File: src/pkg/pm_local_pkg.sv
// Constants for the local power-management status register block
package pm_local_pkg;
    // ========================================================
    // Bus geometry and register offsets
    localparam int          ADDR_W       = 8;
    localparam int          DATA_W       = 32;
    localparam logic [7:0]  OFF_PM_CSR   = 8'h00;
    localparam logic [7:0]  OFF_IRQ_STAT = 8'h04;
    localparam logic [7:0]  OFF_IRQ_MASK = 8'h08;
    // Register select codes
    localparam logic [1:0]  SEL_PM_CSR   = 2'h0;
    localparam logic [1:0]  SEL_IRQ_STAT = 2'h1;
    localparam logic [1:0]  SEL_IRQ_MASK = 2'h2;
    localparam logic [1:0]  SEL_NONE     = 2'h3;
    // AXI responses
    localparam logic [1:0]  RESP_OKAY    = 2'h0;
    localparam logic [1:0]  RESP_SLVERR  = 2'h2;
    // ========================================================
    // Field positions of power_mgmt_local_control_status
    localparam int          BIT_D2_FLAG  = 9;
    localparam int          BIT_PME_EN   = 8;
    localparam int          BIT_WKP_LVL  = 7;
    localparam int          BIT_PME_STAT = 6;
    localparam int          BIT_PME_DRVN = 5;
    localparam int          BIT_AUX_DET  = 4;
    localparam int          CUR_LSB      = 2;
    localparam int          CUR_W        = 2;
    // Power state codes and reset values
    localparam logic [1:0]  PWR_D2       = 2'h2;
    localparam logic [1:0]  CUR_RST      = 2'h0;
    // ========================================================
    // Interrupt status and mask layout
    localparam int          IRQ_W        = 2;
    localparam int          IRQ_WARM     = 0;
    localparam int          IRQ_PME      = 1;
    localparam logic [1:0]  IRQ_MASK_RST = 2'h0;
    // Minimum synchroniser depth
    localparam int          SYNC_MIN     = 2;
endpackage

File: src/pm_local_regs.sv
// Local power-management status register bank with AXI4-Lite slave
//
// Contract
// - Warm-from-D2 flag is read-only
// - Flag set: wakeup assertion in D2 warms
// - Warm only with host reset off, clock on
// - Flag reset by device reset only
// - Enable field reads host enable bit
// - Writing 1 to enable clears both bits
// - Enable reset by device and warm reset
// - Wakeup level bit follows pin, no reset
// - Status field reads host sticky status
// - Writing 1 to status sets status
// - Both written 1: clear both bits
// - Driven flag read-only, shows PME driven
// - Driven flag high while enable and status
// - Aux detect bit follows pin, resettable
// - Current power state field, D2 is 2
//
// The implementer's own choices: the address map and register access over AXI4-Lite.
`timescale 1ns/1ps
module pm_local_regs #(
    parameter int SYNC_STAGES = 2
) (
    // Clock and resets
    input  wire logic        I_CORE_CLK,
    input  wire logic        I_RESET,
    input  wire logic        I_WARM_RESET,
    // AXI4-Lite write address and data
    input  wire logic [7:0]  I_AWADDR,
    input  wire logic        I_AWVALID,
    output logic             O_AWREADY,
    input  wire logic [31:0] I_WDATA,
    input  wire logic [3:0]  I_WSTRB,
    input  wire logic        I_WVALID,
    output logic             O_WREADY,
    // AXI4-Lite write response
    output logic [1:0]       O_BRESP,
    output logic             O_BVALID,
    input  wire logic        I_BREADY,
    // AXI4-Lite read
    input  wire logic [7:0]  I_ARADDR,
    input  wire logic        I_ARVALID,
    output logic             O_ARREADY,
    output logic [31:0]      O_RDATA,
    output logic [1:0]       O_RRESP,
    output logic             O_RVALID,
    input  wire logic        I_RREADY,
    // Pins and straps
    input  wire logic        I_WAKEUP_REQUEST_PIN,
    input  wire logic        I_AUX_SUPPLY_DETECT,
    input  wire logic        I_D2_WARM_STRAP,
    input  wire logic        I_HOST_BUS_RESET,
    input  wire logic        I_HOST_CLK_ACTIVE,
    // Host side of the enable and status bits
    input  wire logic        I_HOST_PME_EN_WE,
    input  wire logic        I_HOST_PME_EN_WDATA,
    input  wire logic        I_HOST_PME_STAT_CLR,
    input  wire logic        I_PME_EVENT,
    output logic             O_HOST_PME_EN,
    output logic             O_HOST_PME_STAT,
    output logic             O_PME_ACTIVE,
    // Warm reset request and interrupt
    output logic             O_WARM_RESET_REQ,
    output logic             O_IRQ
);
    // ========================================================
    // Declarations
    logic        aw_held_r;
    logic [7:0]  awaddr_r;
    logic        w_held_r;
    logic [31:0] wdata_r;
    logic [3:0]  wstrb_r;
    logic        bvalid_r;
    logic [1:0]  bresp_r;
    logic        rvalid_r;
    logic [31:0] rdata_r;
    logic [1:0]  rresp_r;
    logic        wr_fire;
    logic        ar_fire;
    logic        csr_wr;
    logic        en_clr;
    logic        stat_set;
    logic        flag_r;
    logic        pme_en_r;
    logic        pme_stat_r;
    logic        drvn_r;
    logic        aux_r;
    logic [1:0]  cur_state_r;
    logic [1:0]  ist_r;
    logic [1:0]  ist_nxt;
    logic [1:0]  mask_r;
    logic        irq_r;
    logic        pme_now;
    logic        ist_rd;
    logic        warm_req;
    logic        wkp_sync;
    logic        aux_sync;
    logic [31:0] csr_val;

    // Address decode shared by read and write paths
    function automatic logic [1:0] reg_sel(input logic [7:0] a);
        case (a)
            pm_local_pkg::OFF_PM_CSR:   reg_sel = pm_local_pkg::SEL_PM_CSR;
            pm_local_pkg::OFF_IRQ_STAT: reg_sel = pm_local_pkg::SEL_IRQ_STAT;
            pm_local_pkg::OFF_IRQ_MASK: reg_sel = pm_local_pkg::SEL_IRQ_MASK;
            default:                    reg_sel = pm_local_pkg::SEL_NONE;
        endcase
    endfunction

    // ========================================================
    // Pin synchronisers and warm-reset generator
    pm_pin_sync #(
        .W      (2),
        .STAGES (SYNC_STAGES)
    ) u_sync (
        .i_clk   (I_CORE_CLK),
        .i_async ({I_AUX_SUPPLY_DETECT, I_WAKEUP_REQUEST_PIN}),
        .o_sync  ({aux_sync, wkp_sync})
    );

    pm_warm_gen u_warm (
        .i_clk             (I_CORE_CLK),
        .i_reset           (I_RESET),
        .i_wkp_level       (wkp_sync),
        .i_flag            (flag_r),
        .i_cur_state       (cur_state_r),
        .i_host_bus_reset  (I_HOST_BUS_RESET),
        .i_host_clk_active (I_HOST_CLK_ACTIVE),
        .o_warm_req        (warm_req)
    );

    // ========================================================
    // AXI write channels: address and data taken in any order
    assign O_AWREADY = !aw_held_r;
    assign O_WREADY  = !w_held_r;
    assign wr_fire   = aw_held_r && w_held_r && !bvalid_r;

    always_ff @(posedge I_CORE_CLK) begin
        if (I_RESET) begin
            aw_held_r <= 1'b0;
            awaddr_r  <= 8'h00;
        end else if (I_AWVALID && !aw_held_r) begin
            aw_held_r <= 1'b1;
            awaddr_r  <= I_AWADDR;
        end else if (wr_fire) begin
            aw_held_r <= 1'b0;
        end
    end

    always_ff @(posedge I_CORE_CLK) begin
        if (I_RESET) begin
            w_held_r <= 1'b0;
            wdata_r  <= 32'h0000_0000;
            wstrb_r  <= 4'h0;
        end else if (I_WVALID && !w_held_r) begin
            w_held_r <= 1'b1;
            wdata_r  <= I_WDATA;
            wstrb_r  <= I_WSTRB;
        end else if (wr_fire) begin
            w_held_r <= 1'b0;
        end
    end

    // Response stands until the master takes it
    always_ff @(posedge I_CORE_CLK) begin
        if (I_RESET) begin
            bvalid_r <= 1'b0;
            bresp_r  <= pm_local_pkg::RESP_OKAY;
        end else if (wr_fire) begin
            bvalid_r <= 1'b1;
            bresp_r  <= (reg_sel(awaddr_r) == pm_local_pkg::SEL_NONE) ?
                        pm_local_pkg::RESP_SLVERR : pm_local_pkg::RESP_OKAY;
        end else if (I_BREADY) begin
            bvalid_r <= 1'b0;
        end
    end

    assign O_BVALID = bvalid_r;
    assign O_BRESP  = bresp_r;

    // ========================================================
    // Local write decode for the control/status register
    assign csr_wr   = wr_fire &&
                      (reg_sel(awaddr_r) == pm_local_pkg::SEL_PM_CSR);
    assign en_clr   = csr_wr && wstrb_r[1] &&
                      wdata_r[pm_local_pkg::BIT_PME_EN];
    assign stat_set = csr_wr && wstrb_r[0] &&
                      wdata_r[pm_local_pkg::BIT_PME_STAT];

    // Strap captured only by device reset; writes never reach it
    always_ff @(posedge I_CORE_CLK) begin
        if (I_RESET) begin
            flag_r <= I_D2_WARM_STRAP;
        end
    end

    // Current power state, untouched by warm or host reset
    always_ff @(posedge I_CORE_CLK) begin
        if (I_RESET) begin
            cur_state_r <= pm_local_pkg::CUR_RST;
        end else if (csr_wr && wstrb_r[0]) begin
            cur_state_r <= wdata_r[pm_local_pkg::CUR_LSB +:
                                   pm_local_pkg::CUR_W];
        end
    end

    // Host enable bit: local clear beats a host write
    always_ff @(posedge I_CORE_CLK) begin
        if (I_RESET || I_WARM_RESET) begin
            pme_en_r <= 1'b0;
        end else if (en_clr) begin
            pme_en_r <= 1'b0;
        end else if (I_HOST_PME_EN_WE) begin
            pme_en_r <= I_HOST_PME_EN_WDATA;
        end
    end

    // Sticky status; a hardware event is never lost to a clear
    always_ff @(posedge I_CORE_CLK) begin
        if (I_RESET || I_WARM_RESET) begin
            pme_stat_r <= 1'b0;
        end else if (I_PME_EVENT || (stat_set && !en_clr)) begin
            pme_stat_r <= 1'b1;
        end else if (en_clr || I_HOST_PME_STAT_CLR) begin
            pme_stat_r <= 1'b0;
        end
    end

    // Driven flag follows enable and status; a read leaves it
    assign pme_now = pme_en_r && pme_stat_r;
    always_ff @(posedge I_CORE_CLK) begin
        if (I_RESET || I_WARM_RESET) begin
            drvn_r <= 1'b0;
        end else begin
            drvn_r <= pme_now;
        end
    end

    // Aux detect sample, cleared by both resets
    always_ff @(posedge I_CORE_CLK) begin
        if (I_RESET || I_WARM_RESET) begin
            aux_r <= 1'b0;
        end else begin
            aux_r <= aux_sync;
        end
    end

    assign O_HOST_PME_EN    = pme_en_r;
    assign O_HOST_PME_STAT  = pme_stat_r;
    assign O_PME_ACTIVE     = drvn_r;
    assign O_WARM_RESET_REQ = warm_req;

    // ========================================================
    // Interrupts: read of the status clears it, set wins
    assign ist_rd  = ar_fire &&
                     (reg_sel(I_ARADDR) == pm_local_pkg::SEL_IRQ_STAT);
    assign ist_nxt = (ist_rd ? 2'h0 : ist_r) |
                     {pme_now && !drvn_r, warm_req};

    always_ff @(posedge I_CORE_CLK) begin
        if (I_RESET) begin
            ist_r <= 2'h0;
        end else begin
            ist_r <= ist_nxt;
        end
    end

    always_ff @(posedge I_CORE_CLK) begin
        if (I_RESET) begin
            mask_r <= pm_local_pkg::IRQ_MASK_RST;
        end else if (wr_fire && wstrb_r[0] &&
                     reg_sel(awaddr_r) == pm_local_pkg::SEL_IRQ_MASK) begin
            mask_r <= wdata_r[pm_local_pkg::IRQ_W-1:0];
        end
    end

    always_ff @(posedge I_CORE_CLK) begin
        if (I_RESET) begin
            irq_r <= 1'b0;
        end else begin
            irq_r <= |(ist_nxt & mask_r);
        end
    end

    assign O_IRQ = irq_r;

    // ========================================================
    // Read path; upper reserved and out-of-scope bits read zero
    always_comb begin
        csr_val = 32'h0000_0000;
        csr_val[pm_local_pkg::BIT_D2_FLAG]  = flag_r;
        csr_val[pm_local_pkg::BIT_PME_EN]   = pme_en_r;
        csr_val[pm_local_pkg::BIT_WKP_LVL]  = wkp_sync;
        csr_val[pm_local_pkg::BIT_PME_STAT] = pme_stat_r;
        csr_val[pm_local_pkg::BIT_PME_DRVN] = drvn_r;
        csr_val[pm_local_pkg::BIT_AUX_DET]  = aux_r;
        csr_val[pm_local_pkg::CUR_LSB +: pm_local_pkg::CUR_W] = cur_state_r;
    end

    assign O_ARREADY = !rvalid_r;
    assign ar_fire   = I_ARVALID && !rvalid_r;

    always_ff @(posedge I_CORE_CLK) begin
        if (I_RESET) begin
            rvalid_r <= 1'b0;
            rdata_r  <= 32'h0000_0000;
            rresp_r  <= pm_local_pkg::RESP_OKAY;
        end else if (ar_fire) begin
            rvalid_r <= 1'b1;
            rresp_r  <= pm_local_pkg::RESP_OKAY;
            case (reg_sel(I_ARADDR))
                pm_local_pkg::SEL_PM_CSR:   rdata_r <= csr_val;
                pm_local_pkg::SEL_IRQ_STAT: rdata_r <= {30'h0, ist_r};
                pm_local_pkg::SEL_IRQ_MASK: rdata_r <= {30'h0, mask_r};
                default: begin
                    rdata_r <= 32'h0000_0000;
                    rresp_r <= pm_local_pkg::RESP_SLVERR;
                end
            endcase
        end else if (I_RREADY) begin
            rvalid_r <= 1'b0;
        end
    end

    assign O_RVALID = rvalid_r;
    assign O_RDATA  = rdata_r;
    assign O_RRESP  = rresp_r;
endmodule

File: src/pm_pin_sync.sv
// Multi-stage synchroniser for asynchronous pin levels
`timescale 1ns/1ps
module pm_pin_sync #(
    parameter int W      = 2,
    parameter int STAGES = 2
) (
    // Clock
    input  wire logic         i_clk,
    // Pin levels in, synchronised levels out
    input  wire logic [W-1:0] i_async,
    output logic      [W-1:0] o_sync
);
    logic [W-1:0] stage_r [STAGES];

    // ========================================================
    // Elaboration check
    if (STAGES < pm_local_pkg::SYNC_MIN) begin : g_bad
        $error("pm_pin_sync needs at least two stages");
    end

    // No reset: the pin level has no reset source of its own
    always_ff @(posedge i_clk) begin
        stage_r[0] <= i_async;
        for (int k = 1; k < STAGES; k++) begin
            stage_r[k] <= stage_r[k-1];
        end
    end

    assign o_sync = stage_r[STAGES-1];
endmodule

File: src/pm_warm_gen.sv
// Warm-reset request generator from the wakeup request pin
`timescale 1ns/1ps
module pm_warm_gen (
    // Clock and reset
    input  wire logic       i_clk,
    input  wire logic       i_reset,
    // Conditions
    input  wire logic       i_wkp_level,
    input  wire logic       i_flag,
    input  wire logic [1:0] i_cur_state,
    input  wire logic       i_host_bus_reset,
    input  wire logic       i_host_clk_active,
    // One-cycle request
    output logic            o_warm_req
);
    logic prev_r;
    logic assert_edge;
    logic allowed;

    // Pin is active low; falling edge is the assertion
    assign assert_edge = prev_r && !i_wkp_level;
    assign allowed     = !i_host_bus_reset && i_host_clk_active;

    // ========================================================
    // Previous pin level, idle high after reset
    always_ff @(posedge i_clk) begin
        if (i_reset) begin
            prev_r <= 1'b1;
        end else begin
            prev_r <= i_wkp_level;
        end
    end

    // Request only in D2, flag set, host bus alive
    always_ff @(posedge i_clk) begin
        if (i_reset) begin
            o_warm_req <= 1'b0;
        end else begin
            o_warm_req <= assert_edge && i_flag &&
                          (i_cur_state == pm_local_pkg::PWR_D2) &&
                          allowed;
        end
    end
endmodule

File: config.mk
export PLATFORM = sky130hd
export DESIGN_NAME = pm_local_regs
export DESIGN_NICKNAME = d
export VERILOG_FILES = /design/src/pkg/pm_local_pkg.sv /design/src/pm_local_regs.sv /design/src/pm_pin_sync.sv /design/src/pm_warm_gen.sv
export SDC_FILE = /design/constraint.sdc
export NUM_CORES = 1
export LEC_CHECK = 0
export BUFFER_PORTS_ARGS = -buffer_cell sky130_fd_sc_hd__buf_4
export CAP_MARGIN = 20
export CORE_ASPECT_RATIO = 1.1
export CORE_MARGIN = 5
export CORE_UTILIZATION = 40
export CTS_CLUSTER_SIZE = 8
export DETAILED_ROUTE_END_ITERATION = 10
export PLACE_DENSITY_LB_ADDON = 0.2
export SLEW_MARGIN = 40
export SYNTH_ARGS = -nofsm -noshare
export SYNTH_HDL_FRONTEND = slang
export SYNTH_SLANG_ARGS = --single-unit
export TNS_END_PERCENT = 5
File: constraint.sdc
create_clock -name I_CORE_CLK -period 1.7 [get_ports I_CORE_CLK]
set_input_delay 0.34 -clock I_CORE_CLK [delete_from_list [all_inputs] [get_ports I_CORE_CLK]]
set_output_delay 0.34 -clock I_CORE_CLK [all_outputs]
set_load 0.01 [all_outputs]
# == Word-level counts from Yosys, hierarchy flattened ==
# Memory sizes are Yosys's and may differ from the RTL's.
# Index checks and enable logic that the tools add are counted.
# Widths: inputs -> output; s select.
# totals
out_inout_bits,46
in_bits,69
mem_bits_ro,0
reg_bits,73
wordCells,98
ram_bits,4
latchBits,0
mem_count,1
# op_classes
order_cmp,0
multipliers,0
n_mux,20
n_reduce_logical,44
bitwise_logic,2
shift,0
div_mod_pow,0
add_sub_neg,0
eq_ne,10
# memory_table
name,depth,word_bits,read_ports,rd_clocked_by_memory_dff,write_ports,line_no,source
u_sync.stage_r,2,2,2,0,2,pm_pin_sync.sv:13,logic [W-1:0] stage_r [STAGES];
# op_table
op,n
$pmux 10 s3,1
$logic_and 1x1->1,21
$eq 8x3->1 const B,2
$eq 8x4->1 const B,2
$logic_not 8->1,2
$mux 2,8
$pmux 2 s3,2
$reduce_bool 2->1,5
$mux 1,9
$eq 2x2->1 const B,4
$logic_not 1->1,8
$eq 2x1->1 const B,2
$logic_not 2->1,2
$reduce_or 2->1,2
$logic_or 1x1->1,3
$reduce_or 3->1,1
$and 2x2->2,1
$or 2x2->2,1

# == Depth between registers and ports, before layout ==
# depth
word_depth,10
depth_mapped,5
depth_no_buf,4

# == Modules after synthesis ==
# Synthesis repeated with hierarchy kept, for this count alone.
# unflattened
cells_unflattened,218
hier_area_um2,2079.5
# modules_own_cells
module,cells_per_inst,n_inst,seq_area_each_um2,area_each_um2
pm_local_regs,206,1,890.9,1910.6
pm_pin_sync,6,1,80.1,95.1
pm_warm_gen,6,1,40.0,73.8

# == Worst setup path after synthesis ==
# No wires, ideal clock.
# synth_path
path_kind,flip-flop to flip-flop
startpoint,register w_held_r
endpoint,register pme_stat_r (netlist: O_HOST_PME_STAT)
setup_ps,117
path_stages_with_launch,5
period_less_slack_ps,1318
t_arrival_ps,1201
required_ps,1583
n_path_buf,0
setup_slack_ps,382
cell_sequence,dfxtp_1 inv_2 or3_1 o31a_1 a22o_1
# synth_via
elab_chain_len,9
elab_cells_between_ends,13
cone_classes,mux: 1; reduce/logical: 12
# synth_lines
element,line_no,source
from (decl),pm_local_regs.sv:71,logic w_held_r;
from (signal assigned),pm_local_regs.sv:153,w_held_r <= 1'b0;
from (signal assigned),pm_local_regs.sv:157,w_held_r <= 1'b1;
from (signal assigned),pm_local_regs.sv:161,w_held_r <= 1'b0;
$logic_and 1x1->1 (*) (2 in a row),pm_local_regs.sv:137,assign wr_fire = aw_held_r && w_held_r && !bvalid_r;
$logic_and 1x1->1 (*),pm_local_regs.sv:184,assign csr_wr = wr_fire &&
$logic_and 1x1->1 (2 in a row),pm_local_regs.sv:186,assign en_clr = csr_wr && wstrb_r[1] &&
$logic_not 1->1,pm_local_regs.sv:223,end else if (I_PME_EVENT || (stat_set && !en_clr)) begin
$logic_and 1x1->1,pm_local_regs.sv:223,
$logic_or 1x1->1,pm_local_regs.sv:223,
$mux 1 / $reduce_bool 2->1 (equally long branches),--,
to (signal assigned),pm_local_regs.sv:222,pme_stat_r <= 1'b0;
to (signal assigned),pm_local_regs.sv:224,pme_stat_r <= 1'b1;
to (signal assigned),pm_local_regs.sv:226,pme_stat_r <= 1'b0;
to (decl),pm_local_regs.sv:86,logic pme_stat_r;
# Every way passes the cells marked *; elsewhere a longest branch is shown, timed or not.
# A chain may end at the register's enable or synchronous reset.

# == Final worst setup path ==
# layout_path
startpoint,register awaddr_r[7]
endpoint,register pme_stat_r (netlist: O_HOST_PME_STAT)
# layout_via
elab_chain_len,10
elab_cells_between_ends,16
cone_classes,eq/ne: 2; mux: 2; reduce/logical: 12
# layout_lines
element,line_no,source
from (decl),pm_local_regs.sv:70,logic [7:0] awaddr_r;
from (signal assigned),pm_local_regs.sv:142,awaddr_r <= 8'h00;
from (signal assigned),pm_local_regs.sv:145,awaddr_r <= I_AWADDR;
"$eq 8x4->1, or another cell as far along",pm_local_regs.sv:103,case (a)
$pmux 2 s3 (*),pm_local_regs.sv:103,
$logic_not 2->1 (*),pm_local_regs.sv:185,(reg_sel(awaddr_r) == pm_local_pkg::SEL_PM_CSR);
$logic_and 1x1->1 (*),pm_local_regs.sv:184,
$logic_and 1x1->1 (2 in a row),pm_local_regs.sv:186,
$logic_not 1->1,pm_local_regs.sv:223,
$logic_and 1x1->1,pm_local_regs.sv:223,
$logic_or 1x1->1,pm_local_regs.sv:223,
$mux 1 / $reduce_bool 2->1 (equally long branches),--,
# Marked as above.

==> results.txt <==
For this design the static power due to leakage is 1.16 nW. For the total wire length after detailed routing, the log shows 4.18 mm. The area growth from synthesis to layout is 25.5%.

The clock tree synthesis step divided the H-tree into 2 levels. The logs give 4 for the first-pass iteration count of the detailed router and 27 for the number of placement rows. The net count of the finished layout is 341. The run gives 0.712 GHz as the maximum frequency from static timing analysis.

The final max-slew violation count is 0. The post-route fraction of the period consumed by the critical path was 82.7%; the maximum fanout along the worst path was 3. Summing the areas of all xor and xnor instances in the mapped netlist gives 0% of the synthesized area. Setup repair after global routing left no endpoint under its margin. In the routed design, unresolved DRC markers number 0. The logs give 2050 sq um for the post-synthesis instance area and 0 for the antenna diode count. The vertical die dimension is 85.1 um. The number of hold buffers added after CTS was 0. For the end-of-flow core utilization, the log shows 51.4%.

Counting flops and latches in the post-synthesis netlist gives 50. The number of different library cells used by synthesis comes to 35. The die covers 6660 sq um.

OpenSTA, run right after detailed placement, puts the worst setup slack at 212 ps. After Yosys synthesis, and, or, nand and nor cells account for 19.0% of the synthesized area. The largest stage delay on the critical path came out at 340 ps. Traced cell by cell, the critical path runs through nor4_4, nand2_1, o31a_1, a22o_1. Across all hold checks on the routed design, the worst slack comes to 130 ps. In the final routed layout, each cell accounts on average for 12.6 um.

The critical path in this run is classified as flip-flop to flip-flop. On the critical path, the stage with the largest delay is an instance of sky130_fd_sc_hd__dfxtp_1. The post-synthesis compound-gate area fraction is 9.40%. The peak supply drop was 0.529 mV; the count of pins on the block boundary was 115.

End of the critical path: O_HOST_PME_STAT$_SDFFE_PP0P_. For this run the aggregate overflow at the end of global routing stands at 0. The data arrival time of the worst path is 1600 ps. The logs give 0 for the count of buffers added by post-CTS timing repair for setup and 295 ps for the final worst slack. The post-synthesis cell count was 210; the power density normalized to cell area was 868 nW/um^2. The adder and majority gate portion of the synthesized area came out at 0%.

The first global-routing pass estimated 6.43 mm of wire. The tools report the reg-to-reg startpoint as awaddr_r[7]$_SDFFE_PP0P_. The CTS buffer count was 5; the number of port buffers was 62. The average instance area after synthesis works out to 9.76 sq um. The first routing iteration left 38 violations. Subtracting the final worst setup slack from the clock period gives 1410 ps. After clock tree synthesis, the clock-pin slew on the worst setup and hold paths is 100 ps. The run gives 1900 ps as the required time of the worst setup path. By area, the combinational part of the netlist is dominated by simple AND/OR/NAND/NOR gates.

The number of antenna violations at the first check in global routing is 0, and the final number of setup-violating endpoints is 0. The flow ran to the end, and the final reports show no timing, DRC or antenna violations. TritonCTS built the clock tree. The run gives 29 as the maximum number of pins on one net before global-route repair. The most critical setup path has its startpoint at awaddr_r[7]$_SDFFE_PP0P_. The sequential area share after synthesis came out at 49.3%. The later pin in the worst-skew pair is clocked with a latency of 300 ps. The worst pin sits at a relative slew slack of 66.4%. At the end of routability-driven placement, the weighted congestion stood at 0.745. The proportion of layout cells with a drive suffix above 1 was 28.9%; the total via count after detailed routing was 1,563. Measured against the total synthesized area, the mux share comes to 10.3%. Post-detailed-route via-to-cell ratio: 4.72. For the final-report hold violation count, the log shows 0. The number of sinks handled by clock tree synthesis was 50; the largest buffer count on any clock path was 2.

The total area inside the core boundary comes to 5000 sq um. The internal reg-to-reg setup slack came out at 290 ps. The HPWL reported at the end of detailed placement came out at 3.28 mm. The slew at the pin with the worst max-slew slack is 504 ps.

The type of origin of the critical path is a flip-flop. The worst register-to-register path has a depth of 4. The die boundary width is 78.3 um, and the total of max-cap violations is 0. The end of the worst register-to-register path is O_HOST_PME_STAT$_SDFFE_PP0P_.

The clock arrives with 12.2 ps of skew. Gates resized during post-CTS repair numbered 0. The worst min-delay path category is input pin to flip-flop. The tools report the via count of the first global-routing pass as 1,426. The starting utilization of the core area came out at 41.0%. The count of antenna-violating nets left after detailed routing is 0, and the warning count from the yosys run is 0. The worst setup path is captured at a flip-flop. Setup total negative slack on the finished layout was measured at 0 ps.

The tools report the number of filler cells placed in the layout as 488. Global routing consumed, over all layers together, 12.2% of the routing resources. The cell sitting at the root of the clock tree is a sky130_fd_sc_hd__clkbuf_8.
-- through the flow --
stage	area (sq um)	power (W)	cells
after detailed placement	2480	0.00156	323
final	2570	0.00223	331
after global placement	2480	0.00155	323
after CTS	2570	0.00226	331
after floorplan	2140	0.00147	233
after global routing	2570	0.00233	331
-- report_power, final --
part           internal (W)  switching, W  leakage, nW  total [W]
sequential          0.00122     0.0000307        0.411    0.00125
combinational      0.000141      0.000136        0.702   0.000277
clock              0.000297      0.000405       0.0447   0.000703
-- worst min path at each step --
| stage | cells after the start | end | start |
|---|---|---|---|
| after CTS | 1 | u_sync.stage_r[0][0]$_DFF_P_ | I_WAKEUP_REQUEST_PIN |
| after global placement | 0 | u_sync.stage_r[0][3]$_DFF_P_ | u_sync.stage_r[0][1]$_DFF_P_ |
| final | 1 | u_sync.stage_r[0][0]$_DFF_P_ | I_WAKEUP_REQUEST_PIN |
| after global routing | 1 | u_sync.stage_r[0][0]$_DFF_P_ | I_WAKEUP_REQUEST_PIN |
| after floorplan | 0 | u_sync.stage_r[0][2]$_DFF_P_ | u_sync.stage_r[0][0]$_DFF_P_ |
| after detailed placement | 0 | u_sync.stage_r[0][2]$_DFF_P_ | u_sync.stage_r[0][0]$_DFF_P_ |
-- cell type report --
cell class                 instances  area (sq um)  share of cell area [%]
clock inverter                     3          25.0                   0.973
sequential                        50          1010                    39.3
clock buffer                       5          68.8                    2.68
timing repair buffer              65           488                    19.0
inverter                           6          22.5                   0.876
tap                               58          72.6                    2.82
multi-input combinational        144           883                    34.4
-- critical path: cells and delay by family (launching register included) --
kind / cells / cell delay, ps
compound gates: 2 / 490
flops: 1 / 340
simple gates: 2 / 460
-- Yosys cell counts --
library cell / number / area [sq um]
sky130_fd_sc_hd__nand4_1: 2 / 12.5
sky130_fd_sc_hd__o31a_1: 1 / 8.76
sky130_fd_sc_hd__and3b_1: 2 / 17.5
sky130_fd_sc_hd__a41oi_1: 1 / 8.76
sky130_fd_sc_hd__nand4bb_1: 1 / 11.3
sky130_fd_sc_hd__inv_1: 5 / 18.8
sky130_fd_sc_hd__or3_1: 3 / 18.8
sky130_fd_sc_hd__conb_1: 1 / 3.75
sky130_fd_sc_hd__buf_4: 24 / 180
sky130_fd_sc_hd__o22ai_1: 1 / 6.26
sky130_fd_sc_hd__nand2_1: 10 / 37.5
sky130_fd_sc_hd__o221a_2: 2 / 22.5
sky130_fd_sc_hd__and2b_1: 1 / 7.51
sky130_fd_sc_hd__nor4_4: 2 / 42.5
sky130_fd_sc_hd__buf_2: 4 / 20.0
sky130_fd_sc_hd__or2_2: 1 / 6.26
sky130_fd_sc_hd__nand2b_1: 3 / 18.8
sky130_fd_sc_hd__nand3_1: 1 / 5.00
sky130_fd_sc_hd__nor2_1: 36 / 135
sky130_fd_sc_hd__buf_1: 3 / 11.3
sky130_fd_sc_hd__and2_1: 1 / 6.26
sky130_fd_sc_hd__nor3b_1: 1 / 7.51
sky130_fd_sc_hd__o2bb2ai_1: 1 / 8.76
sky130_fd_sc_hd__edfxtp_1: 1 / 30.0
sky130_fd_sc_hd__nor3_1: 4 / 20.0
sky130_fd_sc_hd__and4b_1: 1 / 10.0
sky130_fd_sc_hd__a22o_1: 4 / 35.0
sky130_fd_sc_hd__a21oi_1: 4 / 20.0
sky130_fd_sc_hd__nor2b_1: 4 / 25.0
sky130_fd_sc_hd__mux2i_1: 21 / 210
sky130_fd_sc_hd__clkbuf_1: 2 / 7.51
sky130_fd_sc_hd__a22oi_1: 11 / 82.6
sky130_fd_sc_hd__dfxtp_1: 49 / 981
sky130_fd_sc_hd__inv_2: 1 / 3.75
sky130_fd_sc_hd__and4_1: 1 / 8.76
-- sequential cells by signal, summed over array words and instances (netlist names) --
signal / count
O_BVALID: 1
awaddr_r: 8
mask_r: 2
O_RDATA: 10
ist_r: 2
wdata_r: 6
O_RRESP: 1
cur_state_r: 2
O_IRQ: 1
O_HOST_PME_EN: 1
O_PME_ACTIVE: 1
w_held_r: 1
wstrb_r: 2
flag_r: 1
aux_r: 1
aw_held_r: 1
u_sync.stage_r: 4
O_HOST_PME_STAT: 1
u_warm.o_warm_req: 1
O_RVALID: 1
O_BRESP: 1
u_warm.prev_r: 1
-- layout by cell type, fill, tap and decap left out, drive strengths merged, types with 4 or more instances in the layout --
cell type	count
nor2	36
nor3	4
a22o	4
inv	7
nor2b	4
clkbuf	5
a21oi	4
mux2i	21
conb	24
dfxtp	49
nand2	10
buf	65
a22oi	11
-- logic make-up (layout without fill, tap and decap cells) --
group,count (synthesis),in the layout
buf+inv,39,79
other cells,1,24
flops,50,50
compound gates,25,25
mux,21,21
simple gates,74,74
-- layer usage --
metal  up-vias  track usage (%)  part of all wire, %
li1        789                -                    -
met1       707             14.5                   43
met2        63             19.7                   47
met3         4             5.20                  9.3
met4         0             4.29                  1.0
met5         -                0                    0
(Power assumes the default switching activity.)
